File: config.mk
export PLATFORM = sky130hd
export DESIGN_NAME = odc_top
export DESIGN_NICKNAME = d
export VERILOG_FILES = /design/src/hw/odc_pkg.sv /design/src/hw/odc_top.sv
export SDC_FILE = /design/constraint.sdc
export NUM_CORES = 1
export LEC_CHECK = 0
export BUFFER_PORTS_ARGS = -buffer_cell sky130_fd_sc_hd__buf_4
export CAP_MARGIN = 20
export CORE_ASPECT_RATIO = 0.6
export CORE_MARGIN = 3
export CORE_UTILIZATION = 40
export DETAILED_ROUTE_END_ITERATION = 7
export HOLD_SLACK_MARGIN = 0.1
export PLACE_DENSITY = 0.72
export REMOVE_ABC_BUFFERS = 1
export SLEW_MARGIN = 20
export SYNTH_ARGS = -nofsm -noshare
export SYNTH_HDL_FRONTEND = slang
export SYNTH_SLANG_ARGS = --single-unit
File: constraint.sdc
create_clock -name aclk -period 2.02 [get_ports aclk]
set_input_delay 0.505 -clock aclk [delete_from_list [all_inputs] [get_ports aclk]]
set_output_delay 0.505 -clock aclk [all_outputs]
set_load 0.02 [all_outputs]
File: src/hw/odc_pkg.sv
// Package for the counter output drive control block
package odc_pkg;
	localparam int ODC_AW = 4;
	localparam logic [3:0] ODC_OFF_CTRL = 4'h0;
	localparam logic [3:0] ODC_OFF_STAT = 4'h4;
	localparam logic [15:0] ODC_CTRL_RESET = 16'h0000;
	// Fields of output n sit at bit n*4
	localparam int ODC_FLD_STRIDE = 4;
	localparam int ODC_FLD_FORCE = 0;
	localparam int ODC_FLD_ENABLE = 1;
	localparam int ODC_FLD_KEEP = 2;
	localparam int ODC_FLD_UNUSED = 3;
	localparam int ODC_NUM_OUT = 2;
	localparam logic [1:0] ODC_RESP_OKAY = 2'b00;
	localparam logic [1:0] ODC_RESP_SLVERR = 2'b10;
endpackage : odc_pkg

File: src/hw/odc_top.sv
// Output drive control word with AXI4-Lite access and output gating
// Notes on behaviour
// - Output 0 keep-local set: stays counter-driven on loss
// - Keep-local clear: enable cleared on bus loss
// - Force and enable set: output on
// - Force clear: compare or pulse drive rules
// - Enable set permits any turn-on source
// - Enable clear holds output off always
// - Output 1 keep-local behaves like output 0
// - Output 0 force bit 0, enable bit 1
module odc_top (
	input wire logic aclk,
	input wire logic aresetn,
	input wire logic [odc_pkg::ODC_AW-1:0] s_axi_awaddr,
	input wire logic s_axi_awvalid,
	output logic s_axi_awready,
	input wire logic [31:0] s_axi_wdata,
	input wire logic [3:0] s_axi_wstrb,
	input wire logic s_axi_wvalid,
	output logic s_axi_wready,
	output logic [1:0] s_axi_bresp,
	output logic s_axi_bvalid,
	input wire logic s_axi_bready,
	input wire logic [odc_pkg::ODC_AW-1:0] s_axi_araddr,
	input wire logic s_axi_arvalid,
	output logic s_axi_arready,
	output logic [31:0] s_axi_rdata,
	output logic [1:0] s_axi_rresp,
	output logic s_axi_rvalid,
	input wire logic s_axi_rready,
	input wire logic bus_loss_pin,
	input wire logic [odc_pkg::ODC_NUM_OUT-1:0] counter_drive,
	output logic [odc_pkg::ODC_NUM_OUT-1:0] out_pin
);
	import odc_pkg::*;

	logic [15:0] ctrl;
	logic loss_meta;
	logic loss_sync;
	logic loss_prev;
	logic aw_held;
	logic w_held;
	logic [ODC_AW-1:0] aw_addr;
	logic [31:0] w_data;
	logic [3:0] w_strb;

	// Address decode shared by the write and read paths
	function automatic logic odc_hit_ctrl(input logic [ODC_AW-1:0] addr);
		return addr == ODC_OFF_CTRL;
	endfunction : odc_hit_ctrl

	function automatic logic odc_hit_stat(input logic [ODC_AW-1:0] addr);
		return addr == ODC_OFF_STAT;
	endfunction : odc_hit_stat

	function automatic logic odc_hit_mapped(input logic [ODC_AW-1:0] addr);
		return odc_hit_ctrl(addr) | odc_hit_stat(addr);
	endfunction : odc_hit_mapped

	// Pin from the backplane side, outside our domain
	always_ff @(posedge aclk) begin
		if (!aresetn) begin
			loss_meta <= 1'b0;
			loss_sync <= 1'b0;
		end else begin
			loss_meta <= bus_loss_pin;
			loss_sync <= loss_meta;
		end
	end

	// Reset to the idle low level, so release of reset gives no false edge
	always_ff @(posedge aclk) begin
		if (!aresetn) begin
			loss_prev <= 1'b0;
		end else begin
			loss_prev <= loss_sync;
		end
	end

	wire loss_event = loss_sync & ~loss_prev;

	// Write channel: address and data taken in either order
	// Held channels block until the response is taken
	assign s_axi_awready = ~aw_held & ~s_axi_bvalid;
	assign s_axi_wready = ~w_held & ~s_axi_bvalid;
	wire aw_take = s_axi_awvalid & s_axi_awready;
	wire w_take = s_axi_wvalid & s_axi_wready;
	wire have_aw = aw_held | aw_take;
	wire have_w = w_held | w_take;
	wire [ODC_AW-1:0] wr_addr = aw_held ? aw_addr : s_axi_awaddr;
	wire [31:0] wr_data = w_held ? w_data : s_axi_wdata;
	wire [3:0] wr_strb = w_held ? w_strb : s_axi_wstrb;
	wire wr_fire = have_aw & have_w & ~s_axi_bvalid;
	wire wr_ctrl = wr_fire & odc_hit_ctrl(wr_addr);
	// Status is read-only; a write to it is answered OKAY and dropped
	wire wr_ok = odc_hit_mapped(wr_addr);

	always_ff @(posedge aclk) begin
		if (!aresetn) begin
			aw_held <= 1'b0;
			aw_addr <= '0;
		end else begin
			if (aw_take) begin
				aw_addr <= s_axi_awaddr;
			end
			aw_held <= have_aw & ~wr_fire;
		end
	end

	always_ff @(posedge aclk) begin
		if (!aresetn) begin
			w_held <= 1'b0;
			w_data <= '0;
			w_strb <= '0;
		end else begin
			if (w_take) begin
				w_data <= s_axi_wdata;
				w_strb <= s_axi_wstrb;
			end
			w_held <= have_w & ~wr_fire;
		end
	end

	// Response stands until the host takes it; no new write is taken meanwhile
	always_ff @(posedge aclk) begin
		if (!aresetn) begin
			s_axi_bvalid <= 1'b0;
			s_axi_bresp <= ODC_RESP_OKAY;
		end else if (wr_fire) begin
			s_axi_bvalid <= 1'b1;
			s_axi_bresp <= wr_ok ? ODC_RESP_OKAY : ODC_RESP_SLVERR;
		end else if (s_axi_bready) begin
			s_axi_bvalid <= 1'b0;
		end
	end

	// Byte-lane merge of a host write into the control word
	wire [7:0] ctrl_lo = wr_strb[0] ? wr_data[7:0] : ctrl[7:0];
	wire [7:0] ctrl_hi = wr_strb[1] ? wr_data[15:8] : ctrl[15:8];
	wire [15:0] ctrl_wr = {ctrl_hi, ctrl_lo};

	// Loss clears enables whose keep-local bit is clear; loss wins over a same-cycle write
	wire [15:0] loss_mask;
	generate
		for (genvar m = 0; m < 16; m++) begin : g_mask
			if ((m % ODC_FLD_STRIDE == ODC_FLD_ENABLE) && (m / ODC_FLD_STRIDE < ODC_NUM_OUT)) begin : g_en
				// Keep bit of the same output decides whether its enable survives
				assign loss_mask[m] = ctrl[m-ODC_FLD_ENABLE+ODC_FLD_KEEP];
			end else begin : g_keep
				assign loss_mask[m] = 1'b1;
			end
		end
	endgenerate
	// Keep-local set leaves the enable alone, so counter drive continues
	// Unused bits are stored as written; the host keeps them zero
	wire [15:0] ctrl_base = wr_ctrl ? ctrl_wr : ctrl;
	wire [15:0] next_ctrl = loss_event ? (ctrl_base & loss_mask) : ctrl_base;

	always_ff @(posedge aclk) begin
		if (!aresetn) begin
			ctrl <= ODC_CTRL_RESET;
		end else begin
			ctrl <= next_ctrl;
		end
	end

	// Output gating per output
	logic [ODC_NUM_OUT-1:0] next_out;
	generate
		for (genvar g = 0; g < ODC_NUM_OUT; g++) begin : g_out
			wire fo = ctrl[g*ODC_FLD_STRIDE+ODC_FLD_FORCE];
			wire en = ctrl[g*ODC_FLD_STRIDE+ODC_FLD_ENABLE];
			// Enable gates force and drive alike
			assign next_out[g] = en & (fo | counter_drive[g]);
		end
	endgenerate

	// Registered so the pins never glitch while the control word changes
	always_ff @(posedge aclk) begin
		if (!aresetn) begin
			out_pin <= '0;
		end else begin
			out_pin <= next_out;
		end
	end

	// Read channel; status shows the synchronised loss level
	wire rd_ctrl = odc_hit_ctrl(s_axi_araddr);
	wire rd_stat = odc_hit_stat(s_axi_araddr);
	wire [31:0] stat_word = {29'h0, out_pin, loss_sync};
	wire [31:0] ctrl_word = {16'h0000, ctrl};
	wire [31:0] rd_word = rd_ctrl ? ctrl_word : (rd_stat ? stat_word : 32'h0000_0000);
	wire rd_ok = rd_ctrl | rd_stat;
	assign s_axi_arready = ~s_axi_rvalid;
	wire ar_take = s_axi_arvalid & s_axi_arready;

	always_ff @(posedge aclk) begin
		if (!aresetn) begin
			s_axi_rvalid <= 1'b0;
		end else if (ar_take) begin
			s_axi_rvalid <= 1'b1;
		end else if (s_axi_rready) begin
			s_axi_rvalid <= 1'b0;
		end
	end

	// Captured once, so data and response stand while rvalid waits
	always_ff @(posedge aclk) begin
		if (!aresetn) begin
			s_axi_rdata <= '0;
			s_axi_rresp <= ODC_RESP_OKAY;
		end else if (ar_take) begin
			s_axi_rdata <= rd_word;
			s_axi_rresp <= rd_ok ? ODC_RESP_OKAY : ODC_RESP_SLVERR;
		end
	end
endmodule : odc_top

==> results.py, run 1 <==
metrics = {
    "layout": {
        "final_common_cell": "buf_4",
        "final_cells": 462,
        "area_growth_pct": 26.6,
        "final_cell_mix": "buf_4, dfxtp_1, nand2_1",
        "drive_gt1_frac": 0.235,
        "seq_area_sq_um": 1300,
        "nFillCells": 644,
        "diodes": 0,
        "nets": 426,
        "multi_input_area_sq_um": 1390,
    },
    "cts": {
        "cts_root_buf": "clkbuf_16",
        "cts_resized": 0,
        "cts_buffer_depth": 2,
        "h-tree-depth": 3,
        "clk_pin_slew_worst_paths_ps": 50,
        "cts_made_buffers": 9,
        "clock_sinks": 65,
        "cts_setup_buffers": 0,
        "cts-hold-fix-buffers": 0,
        "clk_latency_ps": 330,
        "cts_tree": "done",
    },
    "timing": {
        "worst_slack_ps": 309,
        "min_period_ps": 1710,
        "fin_crit_sh": 0.847,
        "fin_skew_ps": 6.72,
        "tightest_slew_ps": 775,
        "drv_slew": 0,
        "finalHoldViolCount": 0,
        "clock.fmax_mhz": 584,
        "hold_ws_ps": 386,
        "slew_headroom": 0.483,
        "rsz0062_at_grt": "no",
        "timing.setup.tns_ps": 0,
        "setup_viol": 0,
    },
    "routing": {
        "drt_iter0_markers": 102,
        "wl_per_cell_um": 13.3,
        "final_antenna_net_count": 0,
        "vias": 2212,
        "drt-pass1-iter-count": 4,
        "drc_errors": 0,
        "avgViaCountPerCell": 4.79,
        "wl_um": 6140,
    },
    "grt": {
        "grt_antenna_before_repair": 0,
        "grt_pass1_vias": 2155,
        "track_usage": 0.161,
        "gr-total-overflow": 0,
        "grt_max_degree": 40,
        "grt_pass1_wl_um": 10200,
    },
    "floorplanning": {
        "die_y_um": 71.4,
        "die_w_um": 115,
        "die-area_sq_um": 8220,
        "rows": 23,
        "core_region_area_sq_um": 6790,
        "io_pins": 97,
        "initial_core_util": 0.420,
    },
    "synth": {
        "ys_ff_latch": 65,
        "syn_area_sq_um": 2860,
        "yosys_warnings": 0,
        "synthCells": 311,
        "yosysSeqAreaShare": 0.456,
        "syn_area_per_cell_sq_um": 9.18,
        "ys_types": 32,
    },
    "power": {
        "p_leak_nw": 1.56,
        "peakVddDrop_uv": 480,
        "power_mw": 3.16,
        "power.density_nw_per_um2": 874,
    },
    "worst_setup_path": {
        "start_kind": "register",
        "crit_type": "register to register",
        "crit_required_ps": 2210,
        "r2r_cells": 5,
        "worstReg2RegStart": "w_held",
        "r2r_slack_ps": 310,
        "crit_end": "ctrl[2]",
        "cp-end-kind": "register",
        "r2r_end": "ctrl[2]",
        "cp.arrival_ps": 1900,
        "startpoint": "w_held",
        "crit_fanout": 12,
    },
    "place": {
        "portBuffers": 60,
        "dp_hpwl_um": 4390,
        "gp_congestion": 0.738,
        "dp.cells": 448,
        "place_ws_ps": 63.9,
    },
    "job": {
        "drv_cap": 0,
    },
    "outcome": {
        "status": "complete, no violations",
    },
    "worst_hold_path": {
        "hp-class": "primary input to register",
        "whs_path_depth": 2,
    },
}
[synth_stat cells, drive strengths merged]
master | count | area, sq um
nand2b | 18 | 113
nand2 | 55 | 206
o22ai | 1 | 6.26
nand3 | 1 | 5.00
nor2b | 21 | 131
clkbuf | 16 | 60.1
and2 | 5 | 31.3
or2 | 2 | 12.5
a31o | 1 | 8.76
buf | 23 | 169
or3 | 2 | 12.5
inv | 1 | 3.75
dfxtp | 65 | 1300
a21boi | 20 | 150
o2111ai | 1 | 8.76
conb | 1 | 3.75
o21a | 1 | 8.76
a22oi | 13 | 97.6
o21ai | 1 | 5.00
nor2 | 7 | 26.3
nor3 | 5 | 30.0
nor4 | 1 | 6.26
mux2i | 27 | 270
o211ai | 14 | 105
nor4b | 1 | 23.8
or3b | 1 | 8.76
o211a | 3 | 30.0
a21oi | 4 | 20.0
[registers in the layout (all words and copies together) (netlist names), 2 cells and up]
signal / flops
ctrl: 16
s_axi_rdata: 16
w_data: 16
aw_addr: 4
out_pin: 2
w_strb: 2
[critical path, stage by stage (launching register included)]
cell	delay [ps]
dfxtp_1	420
buf_4	240
mux2i_1	90
nor3_1	280
nand2_1	360
mux2i_1	200
[report_power, final]
| part | leakage (nW) | internal, mW | switching [mW] |
|---|---|---|---|
| clock | 0.129 | 0.882 | 0.491 |
| sequential | 0.529 | 1.34 | 0.0341 |
| combinational | 0.906 | 0.184 | 0.229 |
| total | 1.56 | 2.40 | 0.755 |
[metal layers]
metal	share of wire	wire length, um	track usage	vias up
li1	-	-	-	1142
met1	0.49	3040	0.213	1013
met2	0.44	2690	0.243	47
met3	0.051	311	0.0515	10
met4	0.016	98	0.0664	0
met5	0	0	0	-
[worst min path at each step]
stage                 startpoint         to  slack, ps
floorplan              loss_meta  loss_sync        410
detailed placement     loss_meta  loss_sync        430
finish              bus_loss_pin  loss_meta        390
global placement       loss_meta  loss_sync        410
CTS                 bus_loss_pin  loss_meta        370
global route        bus_loss_pin  loss_meta        390
[logic make-up (layout without fill, tap and decap cells)]
family                 after synthesis  count (layout)  share of synthesized area
muxes                               27              27                     0.0947
other                                1              18                    0.00131
buffers and inverters               40              87                     0.0815
AOI/OAI and AO/OA                   59              59                      0.154
DFF                                 65              65                      0.456
and+or+nand+nor                    119             119                      0.213
[through the flow]
step / instance area, sq um / util
after detailed placement: 3350 / 0.494
final: 3620 / 0.532
after CTS: 3620 / 0.532
after floorplan: 2690 / -
after global placement: 3350 / 0.494
after global routing: 3620 / 0.532
[cell type report]
cell class / count / area share
Clock buffer: 14 / 0.0730
Inverter: 1 / 0.00104
Multi-Input combinational cell: 223 / 0.383
Sequential cell: 65 / 0.360
Tap cell: 87 / 0.0301
Timing Repair Buffer: 72 / 0.153
(Power assumes the default switching activity.)
==> run 2: changes to the inputs <==
==> constraint.sdc (replaced) <==
create_clock -name aclk -period 1.76 [get_ports aclk]
set_input_delay 0.44 -clock aclk [delete_from_list [all_inputs] [get_ports aclk]]
set_output_delay 0.44 -clock aclk [all_outputs]
set_load 0.02 [all_outputs]
==> results.py, run 2 (synthesis results as in run 1) <==
metrics = {
    "floorplanning": {
        "io_pins": 97,
        "rows": 23,
        "die_w_um": 115,
        "die_y_um": 71.4,
        "core_region_area_sq_um": 6790,
        "die-area_sq_um": 8220,
        "initial_core_util": 0.420,
    },
    "layout": {
        "final_cell_mix": "buf_4, dfxtp_1, nand2_1",
        "area_growth_pct": 27.9,
        "seq_area_sq_um": 1300,
        "drive_gt1_frac": 0.243,
        "postLayoutCoreUtil": 0.538,
        "diodes": 0,
        "multi_input_area_sq_um": 1390,
        "final_common_cell": "buf_4",
        "biggestRegsByFlops": "ctrl x16, s_axi_rdata x16, w_data x16",
        "postLayoutCellArea_sq_um": 3650,
        "nFillCells": 643,
        "nets": 429,
    },
    "worst_setup_path": {
        "slowest_delay_ps": 310,
        "crit_type": "register to primary output",
        "crit_cells": 3,
        "start_kind": "register",
        "cp-end-kind": "primary output",
        "cp.arrival_ps": 1170,
        "crit_fanout": 17,
        "r2r_cells": 5,
        "cp_top_family": "buffers and inverters",
        "worst-path-buf-inv": 2,
        "crit_required_ps": 1320,
        "slowest_stage": "dfxtp_1",
        "worstPathCellList": "buf_4, nor2_1, buf_4",
        "crit_path_frequent_cell": "buf_4",
    },
    "routing": {
        "vias": 2241,
        "wl_um": 6140,
        "wl_per_cell_um": 13.2,
        "drt-pass1-iter-count": 4,
        "dr_wl_met3_um": 414,
        "drt_iter0_markers": 120,
        "dr_wl_met2_um": 2740,
        "drc_errors": 0,
        "top_layer_used": "met4",
        "avgViaCountPerCell": 4.82,
        "m1WireLength_um": 2960,
        "final_antenna_net_count": 0,
    },
    "power": {
        "peakVddDrop_uv": 479,
        "p_leak_nw": 1.58,
        "power.density_nw_per_um2": 996,
    },
    "grt": {
        "gr-total-overflow": 0,
        "track_usage": 0.155,
        "grt_antenna_before_repair": 0,
        "grt_max_degree": 36,
        "grt_pass1_vias": 2061,
        "grt_pass1_wl_um": 9820,
    },
    "place": {
        "dpl_cell_area_sq_um": 3390,
        "portBuffers": 60,
        "gp_congestion": 0.723,
        "dp_hpwl_um": 4340,
    },
    "cts": {
        "clk_pin_slew_worst_paths_ps": 50,
        "cts_tree": "done",
        "cts_buffer_depth": 2,
        "cts_setup_buffers": 0,
        "h-tree-depth": 3,
        "clk_latency_ps": 320,
        "cts_made_buffers": 9,
        "cts_root_buf": "clkbuf_16",
        "clock_sinks": 65,
    },
    "timing": {
        "rsz0062_at_grt": "no",
        "setup_viol": 0,
        "fin_crit_sh": 0.914,
        "clock.fmax_mhz": 622,
        "finalHoldViolCount": 0,
        "min_period_ps": 1610,
        "drv_slew": 0,
        "fin_skew_ps": 2.28,
    },
    "outcome": {
        "status": "complete, no violations",
    },
    "job": {
        "drv_cap": 0,
    },
    "worst_hold_path": {
        "hp-class": "primary input to register",
        "whs_path_depth": 2,
    },
}
## run 2: changes by cell type in the layout (fill, tap and decap cells not counted)
cell,previous run,this run
buf_12,1,2
dfxtp_2,0,1
dfxtp_1,65,64
buf_4,71,73
## run 2: layout make-up
cell class                      instances  share of cell area
Inverter                                1             0.00103
Tap cell                               87              0.0298
Sequential cell                        65               0.357
Multi-Input combinational cell        223               0.379
Timing Repair Buffer                   75               0.161
Clock buffer                           14              0.0723
## run 2: stage by stage
step	worst slack (ps)	instances	total power, mW	TNS [ps]	hold WS (ps)
after global routing	79.7	465	3.82	0	320
final	152	465	3.64	0	325
after global placement	-104	451	2.07	-821	414
after detailed placement	-133	451	2.09	-1050	424
after CTS	83.2	465	3.70	0	307
after floorplan	-445	289	1.87	-7530	412
## run 2: repair_timing
item	in CTS	in global routing
resized for setup	0	1
endpoints found under the hold margin	0	0
hold buffers	0	0
endpoints found under the setup margin	0	2
## run 2: worst reg2reg max path: stages, from the launching register on
cell     delay [ps]
dfxtp_2         350
nor4_1          240
o21a_2          200
or3b_1          350
buf_4           200
mux2i_1         130
## run 2: metal layers
metal | global-route usage | vias to the layer above
met3 | 0.0844 | 4
met1 | 0.203 | 1029
met5 | 0 | -
met2 | 0.225 | 55
met4 | 0.0404 | 0
li1 | - | 1153
## run 2: power by group
group          switching [mW]  total [mW]  internal [mW]  leakage, nW
clock network           0.568        1.58           1.01        0.129
logic                   0.267       0.485          0.218        0.927
registers              0.0364        1.57           1.54        0.529
## run 2: final timing paths
path | from | to | slack, ps
worst max-delay path | w_held | s_axi_wready | 150
worst min-delay path | bus_loss_pin | loss_meta | 330
worst max register to register | aw_held | ctrl[8] | 160
worst min register to register | loss_meta | loss_sync | 430
